**src/rtl/hpec_defs.svh**
```systemverilog
// Offsets, field positions and reset values of the hub port electrical configuration bank.
// Included by the package only; the design modules use the macros without including it; definitions only.
`ifndef HPEC_DEFS_SVH
`define HPEC_DEFS_SVH

`define HPEC_ADDR_W           8
`define HPEC_DATA_W           8
`define HPEC_OFF_PWR_DELAY    8'hee
`define HPEC_OFF_UP_BOOST     8'hef
`define HPEC_OFF_DN_BOOST     8'hf0
`define HPEC_OFF_EXCHANGE     8'hf1

`define HPEC_UP_LVL_LO        0
`define HPEC_UP_LVL_HI        1
`define HPEC_P2_LVL_LO        2
`define HPEC_P2_LVL_HI        3
`define HPEC_P3_LVL_LO        4
`define HPEC_P3_LVL_HI        5

`define HPEC_UP_MASK          8'h03
`define HPEC_DN_MASK          8'h3c
`define HPEC_EXCH_MASK        8'h0d

`define HPEC_RST_PWR_DELAY    8'h32
`define HPEC_RST_BOOST        8'h00
`define HPEC_RST_EXCHANGE     8'h00
`define HPEC_ZERO_BYTE        8'h00

`define HPEC_DELAY_UNIT_MS    2
`define HPEC_NUM_PORTS        4

`endif

```
**src/rtl/hpec_pkg.sv**
```systemverilog
// Types shared by the hub port electrical configuration bank.
// Constants live in hpec_defs.svh.
package hpec_pkg;
  `include "hpec_defs.svh"

  typedef enum logic [1:0] {
    HPEC_BOOST_NONE,
    HPEC_BOOST_LOW,
    HPEC_BOOST_MED,
    HPEC_BOOST_HIGH
  } hpec_boost_t;

  typedef logic [`HPEC_DATA_W-1:0] hpec_byte_t;
  typedef logic [`HPEC_ADDR_W-1:0] hpec_addr_t;
endpackage

```
**src/rtl/hpec_pin_swap.sv**
```systemverilog
// One port's D+/D- to pin routing, both directions.
// Assumes the exchange control is static while traffic flows.
`timescale 1ns/100ps
module hpec_pin_swap (
  // Control
  input  wire logic exchange,
  // Transceiver side
  input  wire logic dp_tx,
  input  wire logic dm_tx,
  output wire logic dp_rx,
  output wire logic dm_rx,
  // Pad side
  output wire logic pos_out,
  output wire logic neg_out,
  input  wire logic pos_in,
  input  wire logic neg_in
);
  assign pos_out = exchange ? dm_tx : dp_tx;
  assign neg_out = exchange ? dp_tx : dm_tx;
  assign dp_rx   = exchange ? neg_in : pos_in;
  assign dm_rx   = exchange ? pos_in : neg_in;
endmodule

```
**src/rtl/hpec_regs.sv**
```systemverilog
// Register bank holding power-good delay, drive boost and pin exchange settings.
// Assumes a plain strobe port master; read data valid the cycle after the strobe.
`timescale 1ns/100ps
module hpec_regs
  import hpec_pkg::*;
(
  // Clock and reset
  input  wire logic                    clk_sys,
  input  wire logic                    rstn,
  // Register port
  input  wire hpec_pkg::hpec_addr_t    reg_addr,
  input  wire hpec_pkg::hpec_byte_t    reg_wdata,
  input  wire logic                    reg_wr,
  input  wire logic                    reg_rd,
  output hpec_pkg::hpec_byte_t         reg_rdata,
  // Descriptor side
  output hpec_pkg::hpec_byte_t         power_good_delay,
  // Transceiver drive
  output hpec_pkg::hpec_boost_t        upstream_drive_level,
  output hpec_pkg::hpec_boost_t        port2_drive_level,
  output hpec_pkg::hpec_boost_t        port3_drive_level,
  // Per-port transceiver side
  input  wire logic [3:0]              dp_tx,
  input  wire logic [3:0]              dm_tx,
  output wire logic [3:0]              dp_rx,
  output wire logic [3:0]              dm_rx,
  // Per-port pads
  output wire logic [3:0]              pos_out,
  output wire logic [3:0]              neg_out,
  input  wire logic [3:0]              pos_in,
  input  wire logic [3:0]              neg_in
);
  import hpec_pkg::*;

  hpec_byte_t delay_r;
  hpec_byte_t up_r;
  hpec_byte_t dn_r;
  hpec_byte_t exch_r;
  hpec_byte_t rdata_r;
  hpec_byte_t rdata_nxt;

  wire hit_delay = (reg_addr == `HPEC_OFF_PWR_DELAY);
  wire hit_up    = (reg_addr == `HPEC_OFF_UP_BOOST);
  wire hit_dn    = (reg_addr == `HPEC_OFF_DN_BOOST);
  wire hit_exch  = (reg_addr == `HPEC_OFF_EXCHANGE);

  // Writes store only implemented bits, so reserved bits stay zero
  always_ff @(posedge clk_sys) begin
    if (!rstn) begin
      delay_r <= `HPEC_RST_PWR_DELAY;
      up_r    <= `HPEC_RST_BOOST;
      dn_r    <= `HPEC_RST_BOOST;
      exch_r  <= `HPEC_RST_EXCHANGE;
    end else if (reg_wr) begin
      if (hit_delay) delay_r <= reg_wdata;
      if (hit_up)    up_r    <= reg_wdata & `HPEC_UP_MASK;
      if (hit_dn)    dn_r    <= reg_wdata & `HPEC_DN_MASK;
      if (hit_exch)  exch_r  <= reg_wdata & `HPEC_EXCH_MASK;
    end
  end

  // Unmapped addresses read as zero
  assign rdata_nxt = hit_delay ? delay_r :
                     hit_up    ? up_r    :
                     hit_dn    ? dn_r    :
                     hit_exch  ? exch_r  : `HPEC_ZERO_BYTE;

  always_ff @(posedge clk_sys) begin
    if (!rstn)       rdata_r <= `HPEC_ZERO_BYTE;
    else if (reg_rd) rdata_r <= rdata_nxt;
    else             rdata_r <= `HPEC_ZERO_BYTE;
  end
  assign reg_rdata = rdata_r;

  // Delay is in 2 ms steps; the host side scales it, not this bank
  assign power_good_delay     = delay_r;
  // Hardware applies any code it is given; keeping 00 is software's job
  assign upstream_drive_level = hpec_boost_t'(up_r[`HPEC_UP_LVL_HI:`HPEC_UP_LVL_LO]);
  assign port2_drive_level    = hpec_boost_t'(dn_r[`HPEC_P2_LVL_HI:`HPEC_P2_LVL_LO]);
  assign port3_drive_level    = hpec_boost_t'(dn_r[`HPEC_P3_LVL_HI:`HPEC_P3_LVL_LO]);

  // Bit 1 is reserved and held zero, so port 1 never swaps
  genvar gi;
  generate
    for (gi = 0; gi < `HPEC_NUM_PORTS; gi++) begin : g_port
      hpec_pin_swap u_swap (
        .exchange (exch_r[gi]),
        .dp_tx    (dp_tx[gi]),
        .dm_tx    (dm_tx[gi]),
        .dp_rx    (dp_rx[gi]),
        .dm_rx    (dm_rx[gi]),
        .pos_out  (pos_out[gi]),
        .neg_out  (neg_out[gi]),
        .pos_in   (pos_in[gi]),
        .neg_in   (neg_in[gi])
      );
    end
  endgenerate

  // Write effects on the configuration outputs
  a_delay_write: assert property (@(posedge clk_sys) disable iff (!rstn)
    reg_wr && hit_delay |=> power_good_delay == $past(reg_wdata))
    else $error("power good delay not updated");

  a_up_reserved: assert property (@(posedge clk_sys) disable iff (!rstn)
    (up_r & ~`HPEC_UP_MASK) == `HPEC_ZERO_BYTE)
    else $error("upstream reserved bits set");

  a_up_level: assert property (@(posedge clk_sys) disable iff (!rstn)
    reg_wr && hit_up |=> upstream_drive_level ==
      hpec_boost_t'($past(reg_wdata[`HPEC_UP_LVL_HI:`HPEC_UP_LVL_LO])))
    else $error("upstream level wrong");

  a_p2_level: assert property (@(posedge clk_sys) disable iff (!rstn)
    reg_wr && hit_dn |=> port2_drive_level ==
      hpec_boost_t'($past(reg_wdata[`HPEC_P2_LVL_HI:`HPEC_P2_LVL_LO])))
    else $error("port 2 level wrong");

  a_p3_level: assert property (@(posedge clk_sys) disable iff (!rstn)
    reg_wr && hit_dn |=> port3_drive_level ==
      hpec_boost_t'($past(reg_wdata[`HPEC_P3_LVL_HI:`HPEC_P3_LVL_LO])))
    else $error("port 3 level wrong");

  a_exch_write: assert property (@(posedge clk_sys) disable iff (!rstn)
    reg_wr && hit_exch |=> exch_r == ($past(reg_wdata) & `HPEC_EXCH_MASK))
    else $error("exchange bits not updated");

  // Settings must not drift between writes
  a_delay_hold: assert property (@(posedge clk_sys) disable iff (!rstn)
    !(reg_wr && hit_delay) |=> $stable(power_good_delay))
    else $error("power good delay changed without write");

  a_up_hold: assert property (@(posedge clk_sys) disable iff (!rstn)
    !(reg_wr && hit_up) |=> $stable(upstream_drive_level))
    else $error("upstream level changed without write");

  a_dn_hold: assert property (@(posedge clk_sys) disable iff (!rstn)
    !(reg_wr && hit_dn) |=> $stable(port2_drive_level) && $stable(port3_drive_level))
    else $error("downstream level changed without write");

  a_exch_hold: assert property (@(posedge clk_sys) disable iff (!rstn)
    !(reg_wr && hit_exch) |=> $stable(exch_r))
    else $error("exchange bits changed without write");

  // Reset values land one edge after reset is sampled
  a_reset_values: assert property (@(posedge clk_sys)
    !rstn |=> power_good_delay == `HPEC_RST_PWR_DELAY && exch_r == `HPEC_RST_EXCHANGE)
    else $error("reset values wrong");

  // Reserved bits and read data
  a_dn_reserved: assert property (@(posedge clk_sys) disable iff (!rstn)
    (dn_r & ~`HPEC_DN_MASK) == `HPEC_ZERO_BYTE)
    else $error("downstream reserved bits set");

  a_exch_reserved: assert property (@(posedge clk_sys) disable iff (!rstn)
    (exch_r & ~`HPEC_EXCH_MASK) == `HPEC_ZERO_BYTE)
    else $error("exchange reserved bits set");

  a_dn_readback: assert property (@(posedge clk_sys) disable iff (!rstn)
    reg_wr && hit_dn ##1 reg_rd && hit_dn |=>
      reg_rdata == ($past(reg_wdata, 2) & `HPEC_DN_MASK))
    else $error("downstream readback wrong");

  a_delay_readback: assert property (@(posedge clk_sys) disable iff (!rstn)
    reg_rd && hit_delay |=> reg_rdata == $past(delay_r))
    else $error("delay readback wrong");

  a_unmapped_read: assert property (@(posedge clk_sys) disable iff (!rstn)
    reg_rd && !(hit_delay || hit_up || hit_dn || hit_exch) |=> reg_rdata == `HPEC_ZERO_BYTE)
    else $error("unmapped read not zero");

  a_idle_rdata: assert property (@(posedge clk_sys) disable iff (!rstn)
    !reg_rd |=> reg_rdata == `HPEC_ZERO_BYTE)
    else $error("read data outside read slot");

  // Pin routing
  a_swap_route: assert property (@(posedge clk_sys) disable iff (!rstn)
    pos_out[0] == (exch_r[0] ? dm_tx[0] : dp_tx[0]) &&
    dp_rx[2] == (exch_r[2] ? neg_in[2] : pos_in[2]))
    else $error("pin routing wrong");

  a_swap_p3: assert property (@(posedge clk_sys) disable iff (!rstn)
    neg_out[3] == (exch_r[3] ? dp_tx[3] : dm_tx[3]) &&
    dm_rx[0] == (exch_r[0] ? pos_in[0] : neg_in[0]))
    else $error("port 3 or port 0 routing wrong");

  a_port1_fixed: assert property (@(posedge clk_sys) disable iff (!rstn)
    pos_out[1] == dp_tx[1] && neg_out[1] == dm_tx[1])
    else $error("port 1 swapped");

  c_boost_high: cover property (@(posedge clk_sys) disable iff (!rstn)
    upstream_drive_level == HPEC_BOOST_HIGH);
  c_swap_p3: cover property (@(posedge clk_sys) disable iff (!rstn) exch_r[3]);
  c_read_after_write: cover property (@(posedge clk_sys) disable iff (!rstn)
    reg_wr && hit_delay ##1 reg_rd && hit_delay);
  c_dn_both_high: cover property (@(posedge clk_sys) disable iff (!rstn)
    port2_drive_level == HPEC_BOOST_HIGH && port3_drive_level == HPEC_BOOST_HIGH);
  c_unmapped_write: cover property (@(posedge clk_sys) disable iff (!rstn)
    reg_wr && !(hit_delay || hit_up || hit_dn || hit_exch));
endmodule

```
**config.mk**
```make
export PLATFORM = sky130hd
export DESIGN_NAME = hpec_regs
export DESIGN_NICKNAME = d
export VERILOG_FILES = /design/src/rtl/hpec_pkg.sv /design/src/rtl/hpec_pin_swap.sv /design/src/rtl/hpec_regs.sv
export VERILOG_INCLUDE_DIRS = /design/src /design/src/rtl
export SDC_FILE = /design/constraint.sdc
export NUM_CORES = 1
export LEC_CHECK = 0
export ABC_AREA = 1
export BUFFER_PORTS_ARGS = -buffer_cell sky130_fd_sc_hd__buf_2
export CAP_MARGIN = 20
export CORE_UTILIZATION = 40
export DETAILED_ROUTE_END_ITERATION = 10
export GPL_TIMING_DRIVEN = 0
export HOLD_SLACK_MARGIN = 0.08
export PLACE_DENSITY_LB_ADDON = 0.25
export SLEW_MARGIN = 10
export SYNTH_ARGS = -nofsm -noshare
export SYNTH_HDL_FRONTEND = slang
export SYNTH_HIERARCHICAL = 1
export SYNTH_SLANG_ARGS = --single-unit
```
**constraint.sdc**
```tcl
create_clock -name clk_sys -period 1.04 [get_ports clk_sys]
set_input_delay 0.312 -clock clk_sys [delete_from_list [all_inputs] [get_ports clk_sys]]
set_output_delay 0.312 -clock clk_sys [all_outputs]
set_load 0.01 [all_outputs]
```
==> results by group <==
Status
  • Status: finished with violations
  • Failing checks: negative setup slack

Logic synthesis
  • Register area share after synthesis: 0.370
  • Yosys reg bits: 25
  • Synth unique cells: 20
  • Synthesized area per cell: 6.35 um2
  • Synthesized area: 1350 um2
  • Yosys warns: 6
  • Post-synthesis instance total: 213

GRT
  • Initial antenna violation count: 0
  • Vias in the first global route: 1258
  • GRT Resource Usage Total: 0.202
  • Largest net degree at the start of global routing: 15
  • First-pass GRT wire length: 5380 um
  • GR Overflow Total: 0

Detailed routing
  • DR DRC count: 0
  • DRT iter0 DRCs: 60
  • DRT Pass-1 Iters: 6
  • WL/cell: 10.3 um
  • Post-route ant nets: 0
  • Vias per std cell: 4.51
  • DR vias: 1582
  • Detailed-route wire length: 3620 um

Clock tree
  • CTS tree: done
  • Root Driver: clkbuf_4
  • CTS clk-pin slew, worst paths: 150 ps
  • Max clock buf depth: 2
  • Clk sinks: 25
  • Clock latency on the worst-skew pair: 330 ps
  • TritonCTS Buffers: 3
  • CTS H-tree lvls: 1
  • Post-CTS Hold Fix Bufs: 0

Critical path
  • CP max stage delay: 420 ps
  • CP required: 730 ps
  • Worst-path cell chain: inv_4 -> nand2_1 -> nand2_1 -> buf_2
  • CP delay by family, top: flip-flops
  • Critical path type: reg2out
  • Worst Path Buf+Inv: 2
  • Most used cell, CP: nand2_1
  • R2R Path Start: power_good_delay[4]
  • Critical-path cell with the highest stage delay: dfxtp_4
  • Crit. Startpoint: exch_r[3]
  • Crit path launch type: flip-flop
  • Kind of end point of the critical path: primary output
  • Crit path max fanout: 6
  • Critical Path AT: 1020 ps

Power and ir drop
  • Cell Int Power: 0.00121 W
  • Pwr per Cell Area: 803 nW/um2
  • P_sw: 0.000465 W
  • Combinational Power Share: 0.162
  • Total power: 0.00168 W
  • Sw frac: 0.277
  • Leakage: 1.17 nW
  • Clock network fraction of total power: 0.270
  • Maximum vdd drop: 0.647 mV
  • Sequential power share: 0.568

Placed design
  • DP HPWL: 2480 um
  • Placer Congestion: 0.758
  • IO Port Bufs: 71
  • Dpl cell area: 1790 um2

Floorplanning
  • Ports: 74
  • Initial Util: 0.432
  • Die width: 60.2 um
  • Core area: 3130 um2
  • Die area: 3620 um2
  • Rows: 20
  • Die height: 60.2 um

Timing
  • Pins Over Slew Limit: 0
  • Fin crit period: 1330 ps
  • Fmax: 752 MHz
  • Setup WS post-layout: -290 ps
  • Fin crit share: 1.28
  • Hold Fails Final Rpt: 0
  • Final setup viols: 34
  • Layout Skew: 9.11 ps
  • RSZ-0062 raised after global routing: true

Final layout
  • FF/Latch Area: 531 um2
  • FILL cells: 272
  • Syn-to-layout area delta: 54.6%
  • Share of cells above drive strength 1: 0.459
  • Final nets: 344
  • Multi-input gate area: 773 um2
  • Design Area, Final: 2090 um2
  • Most frequent cells in the layout: 81 x nand2_1, 57 x buf_2, 26 x nor2_1, 20 x inv_1, 17 x buf_6
  • Most common cell after layout, fill and taps aside: nand2_1
  • Inserted Diodes: 0

Min path
  • Min-delay worst type: in2reg
  • Hold Startpoint: reg_wdata[1]

Run
  • Max-Cap Viols: 0
[timing repair]
action	CTS	global route
setup buffers	14	1
gates resized for setup	41	10
setup endpoints to repair	34	34
endpoints found under the hold margin	0	0
pin swaps	0	2
[metrics by stage]
step                      utilization  instances  setup TNS, ps  setup WS [ps]  hold WS, ps
after floorplan                     -        217              0           2.50          425
after global placement          0.571        332          -4150           -220          445
after detailed placement        0.571        332          -4530           -225          442
after global routing            0.668        351          -6000           -346          185
after CTS                       0.656        350          -4360           -280          196
final                           0.668        351          -4570           -290          190
[final timing paths]
path                               to  slack, ps  cells past startpoint
setup reg to reg         reg_rdata[4]        160                      4
hold / removal    power_good_delay[1]        190                      3
hold reg to reg          reg_rdata[7]        480                      2
setup / recovery             dm_rx[3]       -290                      4
[kinds of logic after synthesis]
logic type / synth area share
AO/OA/AOI/OAI: 0.0389
buffers and inverters: 0.0934
flip-flops: 0.370
other: 0.00277
AND/OR/NAND/NOR: 0.495
[per-layer routing]
layer | global-route usage | vias to the layer above | share of wire | wire, um
met4 | 0.0764 | 0 | 0.015 | 56
met5 | 0 | - | 0 | 0
met3 | 0.0541 | 6 | 0.066 | 237
met2 | 0.322 | 56 | 0.48 | 1720
li1 | - | 837 | - | -
met1 | 0.258 | 683 | 0.44 | 1600
[synthesized netlist by cell type, drive strengths merged]
master	number	area (um2)
a21boi	4	30.0
o22ai	2	12.5
conb	1	3.75
nand4	5	31.3
nand2	96	370
nand3	17	115
buf	4	28.8
nor2	31	153
inv	26	97.6
dfxtp	25	500
o21ai	2	10.0
[power groups by stage]
stage	Combinational (W)	Clock, W	Sequential (W)
floorplan	0.000126	0	0.000982
global placement	0.000252	0	0.000981
detailed placement	0.000255	0	0.000981
CTS	0.000262	0.000441	0.000952
global route	0.000304	0.000490	0.000953
finish	0.000272	0.000453	0.000952
[layout make-up]
| type | count | share of cell area |
|---|---|---|
| multi-input combinational | 162 | 0.370 |
| buffer | 4 | 0.0138 |
| tap | 44 | 0.0263 |
| timing repair buffer | 86 | 0.272 |
| inverter | 26 | 0.0515 |
| clock inverter | 1 | 0.00239 |
| sequential | 25 | 0.254 |
| clock buffer | 3 | 0.0108 |
[registers in the layout, indices dropped and copies added, names as in the netlist]
register / cells
reg_rdata: 8
dn_r: 4
up_r: 2
power_good_delay: 8
exch_r: 3
[worst reg2reg max path: stages (launching register included)]
cell	delay, ps
dfxtp_2	350
buf_4	120
buf_4	120
inv_1	60
o22ai_1	110
Power figures use the tool's default switching activity.
